[config.mk]
export PLATFORM = sky130hd
export DESIGN_NAME = bbf_host
export DESIGN_NICKNAME = d
export VERILOG_FILES = /design/src/hdl/bbf_pkg.sv /design/src/hdl/bbf_pin_cycle.sv /design/src/hdl/bbf_host.sv
export VERILOG_INCLUDE_DIRS = /design/src /design/src/hdl
export SDC_FILE = /design/constraint.sdc
export NUM_CORES = 1
export LEC_CHECK = 0
export BUFFER_PORTS_ARGS = -buffer_cell sky130_fd_sc_hd__buf_4
export CAP_MARGIN = 20
export CORE_UTILIZATION = 54
export CTS_BUF_LIST = sky130_fd_sc_hd__clkbuf_4
export CTS_CLUSTER_DIAMETER = 40
export CTS_CLUSTER_SIZE = 40
export DETAILED_ROUTE_END_ITERATION = 10
export HOLD_SLACK_MARGIN = 0.08
export PLACE_DENSITY_LB_ADDON = 0.05
export SETUP_SLACK_MARGIN = 0.05
export SYNTH_ARGS = -nofsm -noshare
export SYNTH_HDL_FRONTEND = slang
export SYNTH_SLANG_ARGS = --single-unit
[constraint.sdc]
create_clock -name clk_i -period 5.4 [get_ports clk_i]
set_clock_uncertainty 0.1 [all_clocks]
set_input_delay 0.27 -clock clk_i [delete_from_list [all_inputs] [get_ports clk_i]]
set_output_delay 0.27 -clock clk_i [all_outputs]
set_load 0.02 [all_outputs]
[src/hdl/bbf_defs.svh]
// Constants for the boot-block flash host controller.
// Assumes a 10 MHz clk_i and a 1M x 16 flash on the pin side.
`ifndef BBF_DEFS_SVH
`define BBF_DEFS_SVH

// Clock and pin timing, times in ns
`define BBF_CLK_NS       100
`define BBF_ACCESS_NS    90
`define BBF_WE_PULSE_NS  70
`define BBF_ACC_CYC      (3'((`BBF_ACCESS_NS + `BBF_CLK_NS - 1) / `BBF_CLK_NS))
`define BBF_WE_CYC       (3'((`BBF_WE_PULSE_NS + `BBF_CLK_NS - 1) / `BBF_CLK_NS))

// Register word indices, wb byte address bits [5:2]
`define BBF_REG_CTRL     4'h0
`define BBF_REG_ADDR     4'h1
`define BBF_REG_WDATA    4'h2
`define BBF_REG_STATUS   4'h3
`define BBF_REG_RDATA    4'h4

// Control register fields
`define BBF_CTRL_GO      0
`define BBF_CTRL_OP_LO   1
`define BBF_CTRL_OP_HI   2
`define BBF_CTRL_PD      4
`define BBF_CTRL_UNLOCK  5
`define BBF_CTRL_TOP     6

// Status register fields
`define BBF_ST_BUSY      0
`define BBF_ST_DONE      1
`define BBF_ST_ERR       2
`define BBF_ST_BLK_LO    8
`define BBF_ST_BLK_HI    13
`define BBF_ST_DEV_LO    16
`define BBF_ST_DEV_HI    23

// Flash command codes and device status bits
`define BBF_CMD_ERASE    8'h20
`define BBF_CMD_CONFIRM  8'hD0
`define BBF_CMD_PROGRAM  8'h40
`define BBF_CMD_RD_ARRAY 8'hFF
`define BBF_SR_READY     7
`define BBF_SR_ERR_MASK  8'h3A

// Block layout: 32K-word main blocks, 4K-word parameter blocks
`define BBF_MAIN_TOP     5'h1F
`define BBF_MAIN_BOT     5'h00
`define BBF_TOP_PARAM0   6'h1F
`define BBF_BOT_MAIN0    6'h07

// Reset values
`define BBF_CTRL_RST     32'h0000_0000
`define BBF_ZERO16       16'h0000
`define BBF_ZERO20       20'h0_0000
`endif

[src/hdl/bbf_pkg.sv]
// Types shared by the boot-block flash host controller.
// Assumes the constants of bbf_defs.svh.
`default_nettype none
package bbf_pkg;
    typedef enum logic [1:0] {
        OP_READ    = 2'h0,
        OP_CMD     = 2'h1,
        OP_PROGRAM = 2'h2,
        OP_ERASE   = 2'h3
    } bbf_op_t;

    typedef enum logic [3:0] {
        PC_IDLE   = 4'h1,
        PC_SETUP  = 4'h2,
        PC_STROBE = 4'h4,
        PC_HOLD   = 4'h8
    } bbf_pc_t;

    typedef enum logic [4:0] {
        SQ_IDLE   = 5'h01,
        SQ_ISSUE  = 5'h02,
        SQ_WAIT   = 5'h04,
        SQ_CHECK  = 5'h08,
        SQ_FINISH = 5'h10
    } bbf_sq_t;
endpackage
`default_nettype wire

[src/hdl/bbf_pin_cycle.sv]
// One flash bus cycle, read or write, on the asynchronous pins.
// Assumes data_bus_i is already synchronous to clk_i.
`timescale 1ns/1ps
`default_nettype none
`include "bbf_defs.svh"
module bbf_pin_cycle import bbf_pkg::*; (
    input  wire logic        clk_i,
    input  wire logic        rst_i,
    input  wire logic        start_i,
    input  wire logic        write_i,
    input  wire logic [19:0] addr_i,
    input  wire logic [15:0] wdata_i,
    input  wire logic [15:0] data_bus_i,
    output logic             done_o,
    output logic [15:0]      rdata_o,
    output logic [19:0]      word_address_o,
    output logic [15:0]      data_bus_o,
    output logic             data_bus_oe_o,
    output logic             chip_select_n_o,
    output logic             output_enable_n_o,
    output logic             write_enable_n_o
);
    bbf_pc_t    st;
    logic       wr;
    logic [2:0] cnt;
    logic [2:0] len;

    assign len = wr ? `BBF_WE_CYC : `BBF_ACC_CYC;

    // Phase sequencer: setup, strobe, hold, release
    always_ff @(posedge clk_i) begin
        if (rst_i) begin
            st                <= PC_IDLE;
            wr                <= 1'b0;
            cnt               <= 3'h0;
            done_o            <= 1'b0;
            word_address_o    <= `BBF_ZERO20;
            data_bus_o        <= `BBF_ZERO16;
            data_bus_oe_o     <= 1'b0;
            chip_select_n_o   <= 1'b1;
            output_enable_n_o <= 1'b1;
            write_enable_n_o  <= 1'b1;
        end else begin
            done_o <= 1'b0;
            case (st)
                PC_IDLE: begin
                    if (start_i) begin
                        st              <= PC_SETUP;
                        wr              <= write_i;
                        word_address_o  <= addr_i;
                        data_bus_o      <= wdata_i;
                        data_bus_oe_o   <= write_i;
                        chip_select_n_o <= 1'b0;
                    end
                end
                PC_SETUP: begin
                    st                <= PC_STROBE;
                    cnt               <= 3'h0;
                    write_enable_n_o  <= ~wr;
                    output_enable_n_o <= wr;
                end
                PC_STROBE: begin
                    cnt <= cnt + 3'h1;
                    if (cnt == len - 3'h1) begin
                        st                <= PC_HOLD;
                        write_enable_n_o  <= 1'b1;
                        output_enable_n_o <= 1'b1;
                    end
                end
                PC_HOLD: begin
                    // Data held one cycle past the rising strobe
                    st              <= PC_IDLE;
                    data_bus_oe_o   <= 1'b0;
                    chip_select_n_o <= 1'b1;
                    done_o          <= 1'b1;
                end
                default: st <= PC_IDLE;
            endcase
        end
    end

    // Read data taken at the end of the output-enable strobe
    always_ff @(posedge clk_i) begin
        if (rst_i) begin
            rdata_o <= `BBF_ZERO16;
        end else if (st == PC_STROBE && !wr && cnt == len - 3'h1) begin
            rdata_o <= data_bus_i;
        end
    end

    a_strobe_excl: assert property (@(posedge clk_i) disable iff (rst_i)
        !(~write_enable_n_o && ~output_enable_n_o))
        else $error("write and output strobes low together");
    a_strobe_in_cs: assert property (@(posedge clk_i) disable iff (rst_i)
        (~write_enable_n_o || ~output_enable_n_o) |-> ~chip_select_n_o)
        else $error("strobe low while chip select high");
    a_we_width: assert property (@(posedge clk_i) disable iff (rst_i)
        $fell(write_enable_n_o) |-> data_bus_oe_o ##1 (write_enable_n_o && data_bus_oe_o))
        else $error("write strobe width or data hold wrong");
    a_no_read_drive: assert property (@(posedge clk_i) disable iff (rst_i)
        data_bus_oe_o |-> output_enable_n_o && ~chip_select_n_o)
        else $error("host drives the data bus during a read");
endmodule
`default_nettype wire

[src/hdl/bbf_host.sv]
// Wishbone-controlled host for a 1M x 16 boot-block flash on its pins.
// Assumes a classic Wishbone master and a flash with no clock of its own.
`timescale 1ns/1ps
`default_nettype none
`include "bbf_defs.svh"
// Overview of operation
// - Write strobe low marks a write cycle
// - Host holds reset high outside power-down and outside its own rst_i reset
// - Protect input high unlocks soft-protected blocks
// - Data bus carries reads, writes, commands
// - Only complete command sequences start operations
// - Setup code precedes confirm or data
// - Read-array command follows program or erase
module bbf_host import bbf_pkg::*; (
    input  wire logic        clk_i,
    input  wire logic        rst_i,
    input  wire logic        wb_cyc_i,
    input  wire logic        wb_stb_i,
    input  wire logic        wb_we_i,
    input  wire logic [7:0]  wb_adr_i,
    input  wire logic [3:0]  wb_sel_i,
    input  wire logic [31:0] wb_dat_i,
    output logic [31:0]      wb_dat_o,
    output logic             wb_ack_o,
    output logic [19:0]      word_address_o,
    input  wire logic [15:0] data_bus_i,
    output logic [15:0]      data_bus_o,
    output logic             data_bus_oe_o,
    output logic             chip_select_n_o,
    output logic             output_enable_n_o,
    output logic             write_enable_n_o,
    output logic             reset_powerdown_n_o,
    output logic             write_protect_o
);
    // Byte-lane merge for register writes
    function automatic logic [31:0] lane_merge(input logic [31:0] old_v,
                                               input logic [31:0] new_v,
                                               input logic [3:0]  sel);
        logic [31:0] r;
        r = old_v;
        for (int i = 0; i < 4; i++) begin
            if (sel[i]) begin
                r[8*i +: 8] = new_v[8*i +: 8];
            end
        end
        return r;
    endfunction

    // Block number of a word address for either boot placement
    function automatic logic [5:0] block_of(input logic [19:0] a, input logic top);
        logic [5:0] r;
        r = 6'h00;
        if (top) begin
            if (a[19:15] == `BBF_MAIN_TOP) begin
                r = `BBF_TOP_PARAM0 + {3'h0, a[14:12]};
            end else begin
                r = {1'b0, a[19:15]};
            end
        end else begin
            if (a[19:15] == `BBF_MAIN_BOT) begin
                r = {3'h0, a[14:12]};
            end else begin
                r = `BBF_BOT_MAIN0 + {1'b0, a[19:15]};
            end
        end
        return r;
    endfunction

    logic [31:0] ctrl;
    logic [19:0] flash_addr;
    logic [15:0] prog_data;
    logic        done_flag;
    logic        err_flag;
    logic [7:0]  dev_status;
    logic [15:0] read_data;
    logic [3:0]  reg_idx;
    logic        wb_req;
    logic        wb_wr;
    bbf_sq_t     sq;
    bbf_op_t     op;
    logic [1:0]  step;
    logic        busy;
    logic        cur_wr;
    logic        cur_poll;
    logic        cur_last;
    logic [15:0] cur_data;
    logic        pc_start;
    logic        pc_done;
    logic [15:0] pc_rdata;
    logic [7:0]  last_cmd;

    assign reg_idx = wb_adr_i[5:2];
    assign wb_req  = wb_cyc_i && wb_stb_i;
    assign wb_wr   = wb_req && wb_we_i && wb_ack_o;
    assign busy    = (sq != SQ_IDLE);

    // Wishbone answer one cycle after the request, dropped the next
    always_ff @(posedge clk_i) begin
        if (rst_i) begin
            wb_ack_o <= 1'b0;
            wb_dat_o <= 32'h0000_0000;
        end else begin
            wb_ack_o <= wb_req && !wb_ack_o;
            wb_dat_o <= 32'h0000_0000;   // Unmapped words read zero
            case (reg_idx)
                `BBF_REG_CTRL:  wb_dat_o <= {ctrl[31:1], 1'b0};
                `BBF_REG_ADDR:  wb_dat_o <= {12'h000, flash_addr};
                `BBF_REG_WDATA: wb_dat_o <= {16'h0000, prog_data};
                `BBF_REG_STATUS: begin
                    wb_dat_o[`BBF_ST_BUSY]                  <= busy;
                    wb_dat_o[`BBF_ST_DONE]                  <= done_flag;
                    wb_dat_o[`BBF_ST_ERR]                   <= err_flag;
                    wb_dat_o[`BBF_ST_BLK_HI:`BBF_ST_BLK_LO] <=
                        block_of(flash_addr, ctrl[`BBF_CTRL_TOP]);
                    wb_dat_o[`BBF_ST_DEV_HI:`BBF_ST_DEV_LO] <= dev_status;
                end
                `BBF_REG_RDATA: wb_dat_o <= {16'h0000, read_data};
                default:        wb_dat_o <= 32'h0000_0000;
            endcase
        end
    end

    // Control, address and data registers; locked while an operation runs
    always_ff @(posedge clk_i) begin
        if (rst_i) begin
            ctrl       <= `BBF_CTRL_RST;
            flash_addr <= `BBF_ZERO20;
            prog_data  <= `BBF_ZERO16;
        end else begin
            ctrl[`BBF_CTRL_GO] <= 1'b0;
            if (wb_wr && !busy) begin
                case (reg_idx)
                    `BBF_REG_CTRL:  ctrl <= lane_merge(ctrl, wb_dat_i, wb_sel_i);
                    `BBF_REG_ADDR:  flash_addr <= 20'(lane_merge({12'h000, flash_addr},
                                                           wb_dat_i, wb_sel_i));
                    `BBF_REG_WDATA: prog_data <= 16'(lane_merge({16'h0000, prog_data},
                                                          wb_dat_i, wb_sel_i));
                    default: ;
                endcase
            end
        end
    end

    // Reset and protect pins follow control bits
    always_ff @(posedge clk_i) begin
        if (rst_i) begin
            reset_powerdown_n_o <= 1'b0;
            write_protect_o     <= 1'b0;
        end else begin
            reset_powerdown_n_o <= ~ctrl[`BBF_CTRL_PD];
            write_protect_o     <= ctrl[`BBF_CTRL_UNLOCK];
        end
    end

    // Step table: setup code, then confirm or data, poll, read array
    always_comb begin
        cur_wr   = 1'b1;
        cur_poll = 1'b0;
        cur_last = 1'b0;
        cur_data = prog_data;
        case (op)
            OP_READ: begin
                cur_wr   = 1'b0;
                cur_last = 1'b1;
            end
            OP_CMD: cur_last = 1'b1;
            OP_PROGRAM, OP_ERASE: begin
                case (step)
                    2'h0: cur_data = {8'h00, (op == OP_ERASE) ? `BBF_CMD_ERASE
                                                              : `BBF_CMD_PROGRAM};
                    2'h1: cur_data = (op == OP_ERASE) ? {8'h00, `BBF_CMD_CONFIRM}
                                                      : prog_data;
                    2'h2: begin
                        cur_wr   = 1'b0;    // Device answers reads with status
                        cur_poll = 1'b1;
                    end
                    default: begin
                        cur_data = {8'h00, `BBF_CMD_RD_ARRAY};
                        cur_last = 1'b1;
                    end
                endcase
            end
            default: cur_last = 1'b1;
        endcase
    end

    assign pc_start = (sq == SQ_ISSUE);

    // Operation sequencer; a go is refused while busy or powered down
    always_ff @(posedge clk_i) begin
        if (rst_i) begin
            sq   <= SQ_IDLE;
            op   <= OP_READ;
            step <= 2'h0;
        end else begin
            case (sq)
                SQ_IDLE: begin
                    if (ctrl[`BBF_CTRL_GO] && !ctrl[`BBF_CTRL_PD]) begin
                        sq   <= SQ_ISSUE;
                        op   <= bbf_op_t'(ctrl[`BBF_CTRL_OP_HI:`BBF_CTRL_OP_LO]);
                        step <= 2'h0;
                    end
                end
                SQ_ISSUE: sq <= SQ_WAIT;
                SQ_WAIT: begin
                    if (pc_done) begin
                        if (cur_poll) begin
                            sq <= SQ_CHECK;
                        end else if (cur_last) begin
                            sq <= SQ_FINISH;
                        end else begin
                            sq   <= SQ_ISSUE;
                            step <= step + 2'h1;
                        end
                    end
                end
                SQ_CHECK: begin
                    // No time limit: a stuck device keeps the host busy
                    sq <= SQ_ISSUE;
                    if (pc_rdata[`BBF_SR_READY]) begin
                        step <= step + 2'h1;
                    end
                end
                SQ_FINISH: sq <= SQ_IDLE;
                default:   sq <= SQ_IDLE;
            endcase
        end
    end

    // Results; done is sticky and a finish beats a clear in the same cycle
    always_ff @(posedge clk_i) begin
        if (rst_i) begin
            done_flag  <= 1'b0;
            err_flag   <= 1'b0;
            dev_status <= 8'h00;
            read_data  <= `BBF_ZERO16;
        end else begin
            if (sq == SQ_FINISH) begin
                done_flag <= 1'b1;
            end else if (wb_wr && reg_idx == `BBF_REG_STATUS
                         && wb_sel_i[0] && wb_dat_i[`BBF_ST_DONE]) begin
                done_flag <= 1'b0;
            end
            if (sq == SQ_CHECK && pc_rdata[`BBF_SR_READY]) begin
                dev_status <= pc_rdata[7:0];
                err_flag   <= |(pc_rdata[7:0] & `BBF_SR_ERR_MASK);
            end else if (sq == SQ_IDLE && ctrl[`BBF_CTRL_GO]) begin
                err_flag   <= 1'b0;
            end
            if (sq == SQ_WAIT && pc_done && !cur_wr && !cur_poll) begin
                read_data <= pc_rdata;
            end
        end
    end

    // Low byte of the last bus write, command or program data, kept for checking command order
    always_ff @(posedge clk_i) begin
        if (rst_i) begin
            last_cmd <= 8'h00;
        end else if (pc_start && cur_wr) begin
            last_cmd <= cur_data[7:0];
        end
    end

    bbf_pin_cycle u_pin (
        .clk_i             (clk_i),
        .rst_i             (rst_i),
        .start_i           (pc_start),
        .write_i           (cur_wr),
        .addr_i            (flash_addr),
        .wdata_i           (cur_data),
        .data_bus_i        (data_bus_i),
        .done_o            (pc_done),
        .rdata_o           (pc_rdata),
        .word_address_o    (word_address_o),
        .data_bus_o        (data_bus_o),
        .data_bus_oe_o     (data_bus_oe_o),
        .chip_select_n_o   (chip_select_n_o),
        .output_enable_n_o (output_enable_n_o),
        .write_enable_n_o  (write_enable_n_o)
    );

    a_pd_quiet_pins: assert property (@(posedge clk_i) disable iff (rst_i)
        !reset_powerdown_n_o |-> chip_select_n_o && !data_bus_oe_o)
        else $error("pins active during power-down");
    a_reset_held_high: assert property (@(posedge clk_i) disable iff (rst_i)
        busy |-> reset_powerdown_n_o)
        else $error("reset pin low during an operation");
    a_protect_follows: assert property (@(posedge clk_i) disable iff (rst_i)
        $rose(ctrl[`BBF_CTRL_UNLOCK]) |=> write_protect_o)
        else $error("protect pin did not follow unlock bit");
    a_erase_order: assert property (@(posedge clk_i) disable iff (rst_i)
        (pc_start && cur_wr && op == OP_ERASE && step == 2'h1)
            |-> last_cmd == `BBF_CMD_ERASE && cur_data[7:0] == `BBF_CMD_CONFIRM)
        else $error("erase confirm without erase setup");
    a_read_array_end: assert property (@(posedge clk_i) disable iff (rst_i)
        (sq == SQ_FINISH && (op == OP_PROGRAM || op == OP_ERASE))
            |-> last_cmd == `BBF_CMD_RD_ARRAY)
        else $error("operation ended without read-array command");
    a_ready_gates: assert property (@(posedge clk_i) disable iff (rst_i)
        (sq == SQ_CHECK && !pc_rdata[`BBF_SR_READY]) |=> sq == SQ_ISSUE && $stable(step))
        else $error("poll advanced before ready flag");
    a_cycle_bounded: assert property (@(posedge clk_i) disable iff (rst_i)
        pc_start |-> ##[3:8] pc_done)
        else $error("pin cycle did not complete in time");
    a_ack_single: assert property (@(posedge clk_i) disable iff (rst_i)
        wb_ack_o |=> !wb_ack_o)
        else $error("ack held two cycles");
endmodule
`default_nettype wire

==> summary.txt, run 1 <==
Status = finished, final reports clean
Cell accounting for the most synthesized area = dfxtp_1
Sequential-to-total area share from yosys stat = 0.468
Die H = 129 microns
CP cell instances = dlygate4sd3_1 -> buf_4 -> nor4_4 -> and4_2 -> buf_12 -> nand3_1 -> dlygate4sd3_1 -> a21oi_1 -> dlygate4sd3_1
Post-DRT Antenna Nets = 0
Area delta synth->final = 31.3%
Io pins = 140
# rows = 46
Final setup fails = 0
Initial Util = 0.551
Iter 0 DRT Violations = 826
Critical path type = in -> reg
Slew headroom = 0.258
Yosys top cell area share = 0.468
Initial antenna violation count = 1
Share of cells above drive strength 1 = 0.199
TritonCTS Buffers = 27
Met3 Use GR = 0.0345
Shortest period the worst path allows = 3.26 ns
Clock Latency Late Sink = 0.71 ns
Vias = 7940
GRT busiest layer = met2
Wire length of the first global-routing pass = 38000 microns
Area of the die = 0.0166 sq mm
Max Clock Freq = 307 MHz
Port Buffer Count = 135
Crit-path slowest cell = dlygate4sd3_1
Hold wc startpoint = wb_adr_i[2]
Syn_area_per_cell = 8.97 sq um
Most frequent cells after synthesis = dfxtp_1, a21oi_1, nor2_1
Worst stage delay on the critical path = 0.62 ns
Largest net degree at the start of global routing = 91
Final wirelength = 24100 microns
Count of final max-slew check failures = 0
Synth Instances = 969
Worst Path Arrival = 3.79 ns
Grt ovf = 0
GR Layer Usage met1 = 0.407
Post-Synth XOR/XNOR Area = 0
Post-synthesis mux area share = 0.0810
Area share of fa/ha/maj cells after synthesis = 0.0144
Number of global-route vias before repair = 7274
Largest family of logic cells by synthesized area = simple AND/OR/NAND/NOR gates
Via density = 5.62
Setup TNS = 0 ns
Synth async-reset ratio = 0
R2r startpoint = sq[1]$_SDFFE_PP0P_
Peak VDD IR = 216 uV
Post-route clock period utilization = 0.603
Leak = 4.39 nW
Cell with the most instances after synthesis = dfxtp_1
Pwr/cell area = 247 mW/mm^2
Final hold slack = 0.162 ns
Nets in the synthesized netlist = 1044
Slew @ Worst Pin = 1.10 ns
Wirelength per Cell = 17.0 microns
Global-route usage over all layers = 0.289
Core footprint = 0.0158 sq mm
Synth Area in Simple Gates = 0.197
Critical Path RT = 5.93 ns
DP HPWL = 14800 microns
Crit-path max FO = 50
RSZ-0062 raised after global routing = false
CTS clock-pin slew for the worst setup and hold paths = 0.17 ns
Top cells by area, synth = dfxtp_1, mux2i_1, a21oi_1
CTS Sinks = 203
Final hold violations = 0
Crit path launch type = input port
Yosys Warn Count = 0
Hold Crit Class = in -> reg
Netlist area before placement = 0.00869 sq mm
DRC errors left = 0
Compound-Gate Fraction of Synth Area = 0.191
Netlist cell types = 63
CTS tree = yes
Crit path buffers/inverters = 5
FF-to-FF setup slack = 2.17 ns
Top delay family on crit path = buffers and inverters
Root Driver = clkbuf_4
Die Wd = 129 microns
Met2 usage = 0.466
Drt first pass iters = 7
Most Frequent Cell on Critical Path = dlygate4sd3_1
Top_reg_cell synth = dfxtp_1
Setup crit start = wb_adr_i[3]
Post-cts resize count = 0
Max clock buf depth = 3
EDFF count, synth = 0
Max Cap Viol = 0
Seq cells post-synth = 203
Fill cells = 1245
Htree depth = 1
Critical path capture point type = flip-flop
GPL Wtd Cong = 0.870
Net count, final = 1251
-- worst reg2reg max path: stages (launching register included) --
cell and delay [ns]:
dfxtp_1 0.42, nor4_4 0.52, and4_2 0.38, buf_12 0.27, nand3_1 0.11, dlygate4sd3_1 0.57, a21oi_1 0.19, dlygate4sd3_1 0.62
-- flip-flops by register name (all words and copies together), names as in the netlist, 3 cells and up --
signal / cells
u_pin.word_address_o: 20
sq: 5
ctrl: 32
read_data: 16
u_pin.st: 4
wb_dat_o: 32
u_pin.rdata_o: 16
dev_status: 8
prog_data: 16
flash_addr: 20
u_pin.data_bus_o: 16
u_pin.cnt: 3
-- cell families (layout without fill, tap and decap cells) --
group / Yosys count / after routing
flip-flops: 203 / 203
multiplexers: 70 / 70
adder cells (fa/ha/maj): 10 / 10
AO/OA/AOI/OAI: 262 / 262
buffers and inverters: 100 / 327
AND/OR/NAND/NOR: 324 / 324
other: 0 / 1
-- power by group --
group	switching, mW	leakage (nW)	internal [mW]
Sequential	0.000481	1.63	1.50
Clock	0.723	0.275	0.439
Combinational	0.0818	2.48	0.0694
-- layer usage --
metal  part of all wire  wire [microns]
met3              0.054            1310
met5                  0               0
met4              0.019             453
met1               0.46           11100
met2               0.46           11200
-- final timing paths --
path                                                          to  cells after the start
worst min-delay path                     wb_dat_o[19]$_SDFF_PP0_                      5
worst max register to register             ctrl[16]$_SDFFE_PP0P_                      7
worst max-delay path                       ctrl[16]$_SDFFE_PP0P_                      9
worst min register to register  u_pin.data_bus_o[3]$_SDFFE_PP0P_                      2
-- per-stage QoR --
stage / instance area (sq um) / setup WS [ns] / cells / power, mW / utilization
after CTS: 11400 / 1.86 / 1411 / 2.83 / 0.722
after global routing: 11400 / 1.93 / 1413 / 2.91 / 0.723
after floorplan: 8690 / 3.54 / 969 / 1.59 / -
after detailed placement: 9690 / 2.52 / 1245 / 1.64 / 0.614
after global placement: 9690 / 2.55 / 1245 / 1.65 / 0.614
final: 11400 / 2.14 / 1413 / 2.81 / 0.723
-- cell usage in the layout (no fill, tap or decap), drive strengths merged, types with 4 or more instances in the layout --
master	n
a211oi	6
a21bo	22
a21oi	115
a22oi	20
and2	14
and4	5
buf	144
clkbuf	27
clkinv	11
dfxtp	203
dlygate4sd3	117
ha	10
inv	26
mux2i	67
nand2	69
nand2b	16
nand3	48
nand4	21
nand4b	9
nor2	85
nor2b	12
nor3	11
nor3b	5
nor4	5
nor4b	5
o211ai	12
o21ai	49
o2bb2ai	9
o32a	4
or2	7
-- area by class of cell --
class | instances | area, sq um | area share
diodes | 1 | 2.50 | 0.000219
clock buffers | 27 | 203 | 0.0178
repair buffers | 261 | 2260 | 0.199
multi-input cells | 666 | 4220 | 0.370
inverters | 17 | 63.8 | 0.00559
well taps | 216 | 270 | 0.0237
flip-flops and latches | 203 | 4060 | 0.356
clock inverters | 22 | 324 | 0.0284
-- timing repair --
action,4_1_cts,5_1_grt
endpoints found under the hold margin,117,0
buffers inserted,0,0
hold buffers,117,0
Note: power is estimated with default switching activity, not from simulation.
==> run 2: changes to the inputs <==
ABC_AREA = 1   (was unset)
CORE_UTILIZATION = 52   (was 54)
clock period = 2.7 ns   (was 5.4 ns; I/O delays follow)
==> summary.txt, run 2 <==
Critical path capture point type = flip-flop
Area of the die = 0.0162 sq mm
Global-route usage over all layers = 0.299
Final hold slack = 0.0978 ns
Hold wc startpoint = wb_cyc_i
Initial antenna violation count = 1
Util after Layout = 0.719
Slew @ Worst Pin = 0.700 ns
Synth Instances = 1096
CTS clock-pin slew for the worst setup and hold paths = 0.13 ns
Port Buffer Count = 135
Post-route clock period utilization = 0.952
DRT met1 WL = 10500 microns
Final setup fails = 0
Top_reg_cell synth = dfxtp_1
Io pins = 140
Largest regs = ctrl x32, wb_dat_o x32
Drt first pass iters = 5
Wirelength per Cell = 15.3 microns
Post-DRT Antenna Nets = 0
Die H = 127 microns
GPL Wtd Cong = 0.944
EDFF count, synth = 0
Most frequent cells after synthesis = nor2_1, dfxtp_1, o21ai_0
Critical path type = reg -> reg
Net count, final = 1422
Slew headroom = 0.530
Via density = 5.15
Yosys Warn Count = 0
Iter 0 DRT Violations = 596
Core footprint = 0.0153 sq mm
RSZ-0062 raised after global routing = true
R2r startpoint = sq[1]$_SDFFE_PP0P_
Seq cells post-synth = 203
Area delta synth->final = 34.1%
R2R cell count = 11
Count of final max-slew check failures = 0
Pwr/cell area = 491 mW/mm^2
CTS Sinks = 203
Final wirelength = 24200 microns
Top routing layer in use = met4
Tot Pwr = 5.39 mW
WHS Path Cells = 6
Initial Util = 0.536
Shortest period the worst path allows = 2.57 ns
DR WL met3 = 1590 microns
Crit-path max FO = 5
Share of cells above drive strength 1 = 0.184
Wire length of the first global-routing pass = 38200 microns
Vias = 8129
Cell accounting for the most synthesized area = dfxtp_1
Syn_area_per_cell = 7.47 sq um
FF-to-FF setup slack = 0.13 ns
Setup TNS = 0 ns
Cell with the most instances after synthesis = nor2_1
Hold Crit Class = in -> reg
DRC errors left = 0
Peak VDD IR = 394 uV
# rows = 45
DP HPWL = 15800 microns
Max clock buf depth = 3
Worst Path Arrival = 3.03 ns
Netlist area before placement = 0.00818 sq mm
Sequential-to-total area share from yosys stat = 0.497
Top cells by area, synth = dfxtp_1, nor2_1, o21ai_0
Netlist cell types = 36
Die Wd = 127 microns
Root Driver = clkbuf_4
Synth async-reset ratio = 0
Htree depth = 1
Critical Path RT = 3.16 ns
Clock Latency Late Sink = 0.68 ns
Commonest cells after routing, fill and taps aside = nor2_1, dfxtp_1, buf_4
CTS tree = yes
Pre-CTS WS = 0.799 ns
Max Clock Freq = 389 MHz
Max Cap Viol = 0
Worst setup margin = 0.130 ns
Most common cell after layout, fill and taps aside = nor2_1
Crit path launch type = flip-flop
Yosys top cell area share = 0.497
Final hold violations = 0
Number of global-route vias before repair = 7513
Largest net degree at the start of global routing = 116
WHS Endpoint = done_flag$_SDFFE_PP0P_
Leak = 4.82 nW
Status = finished, final reports clean
Grt ovf = 0
Wire length on met2 = 11500 microns
R2r endpoint = ctrl[24]$_SDFFE_PP0P_
TritonCTS Buffers = 26
Nets in the synthesized netlist = 1171
run 2: metrics by stage:
stage | cells | instance area [sq um]
2_1_floorplan | 1096 | 8180
3_3_place_gp | 1417 | 9410
3_5_place_dp | 1417 | 9410
4_1_cts | 1571 | 10900
5_1_grt | 1579 | 11000
6_report | 1579 | 11000
run 2: area by class of cell:
cell class / count / area, sq um
diodes: 1 / 2.50
clock buffers: 29 / 218
clock inverters: 19 / 200
fillers: 1292 / 4290
inverters: 107 / 403
multi-input cells: 745 / 3550
flip-flops and latches: 203 / 4070
well taps: 211 / 264
repair buffers: 264 / 2270
run 2: metal layers:
metal | track usage | vias to the layer above
li1 | - | 4079
met5 | 0 | -
met3 | 0.0364 | 46
met2 | 0.504 | 302
met4 | 0.109 | 0
met1 | 0.395 | 3702
run 2: kinds of logic (layout without fill, tap and decap cells):
family,Yosys count,count (layout),share of synthesized area
simple gates,480,481,0.251
compound gates,254,254,0.164
flops,203,203,0.497
buf+inv,149,419,0.0734
fa+ha+maj,10,10,0.0153
other cells,0,1,0
run 2: power breakdown:
group | leakage [nW] | total [mW] | internal, mW | switching, mW
Clock | 0.227 | 2.03 | 0.803 | 1.23
Combinational | 2.96 | 0.352 | 0.169 | 0.182
Sequential | 1.63 | 3.01 | 3.00 | 0.00811
Total | 4.82 | 5.39 | 3.98 | 1.42
run 2: worst max-delay path, cell delays in order, from the launching register on:
cell and delay, ns:
dfxtp_2 0.35, inv_2 0.05, nand2_1 0.05, nor2_2 0.13, nand2_2 0.09, nor2_4 0.15, buf_12 0.13, nand3_2 0.13
nor2_1 0.11, dlygate4sd3_1 0.55, nor2_1 0.04, dlygate4sd3_1 0.55
run 2: timing repair:
action	CTS	global route
hold buffers	106	0
setup endpoints to repair	0	8
gates resized for setup	0	7
hold endpoints to repair	194	0
buffers inserted	0	7
run 2: worst max path at each step:
stage / startpoint / endpoint / slack (ns) / cells after the start
final: sq[1]$_SDFFE_PP0P_ / ctrl[24]$_SDFFE_PP0P_ / 0.13 / 11
after detailed placement: sq[2]$_SDFFE_PP0P_ / u_pin.data_bus_o[4]$_SDFFE_PP0P_ / 0.80 / 7
after global placement: wb_adr_i[5] / ctrl[18]$_SDFFE_PP0P_ / 0.82 / 8
after global routing: sq[1]$_SDFFE_PP0P_ / ctrl[24]$_SDFFE_PP0P_ / 0.03 / 11
after floorplan: wb_ack_o$_SDFF_PP0_ / flash_addr[10]$_SDFFE_PP0P_ / 1.20 / 7
after CTS: sq[0]$_SDFFE_PP1P_ / ctrl[23]$_SDFFE_PP0P_ / 0.08 / 9
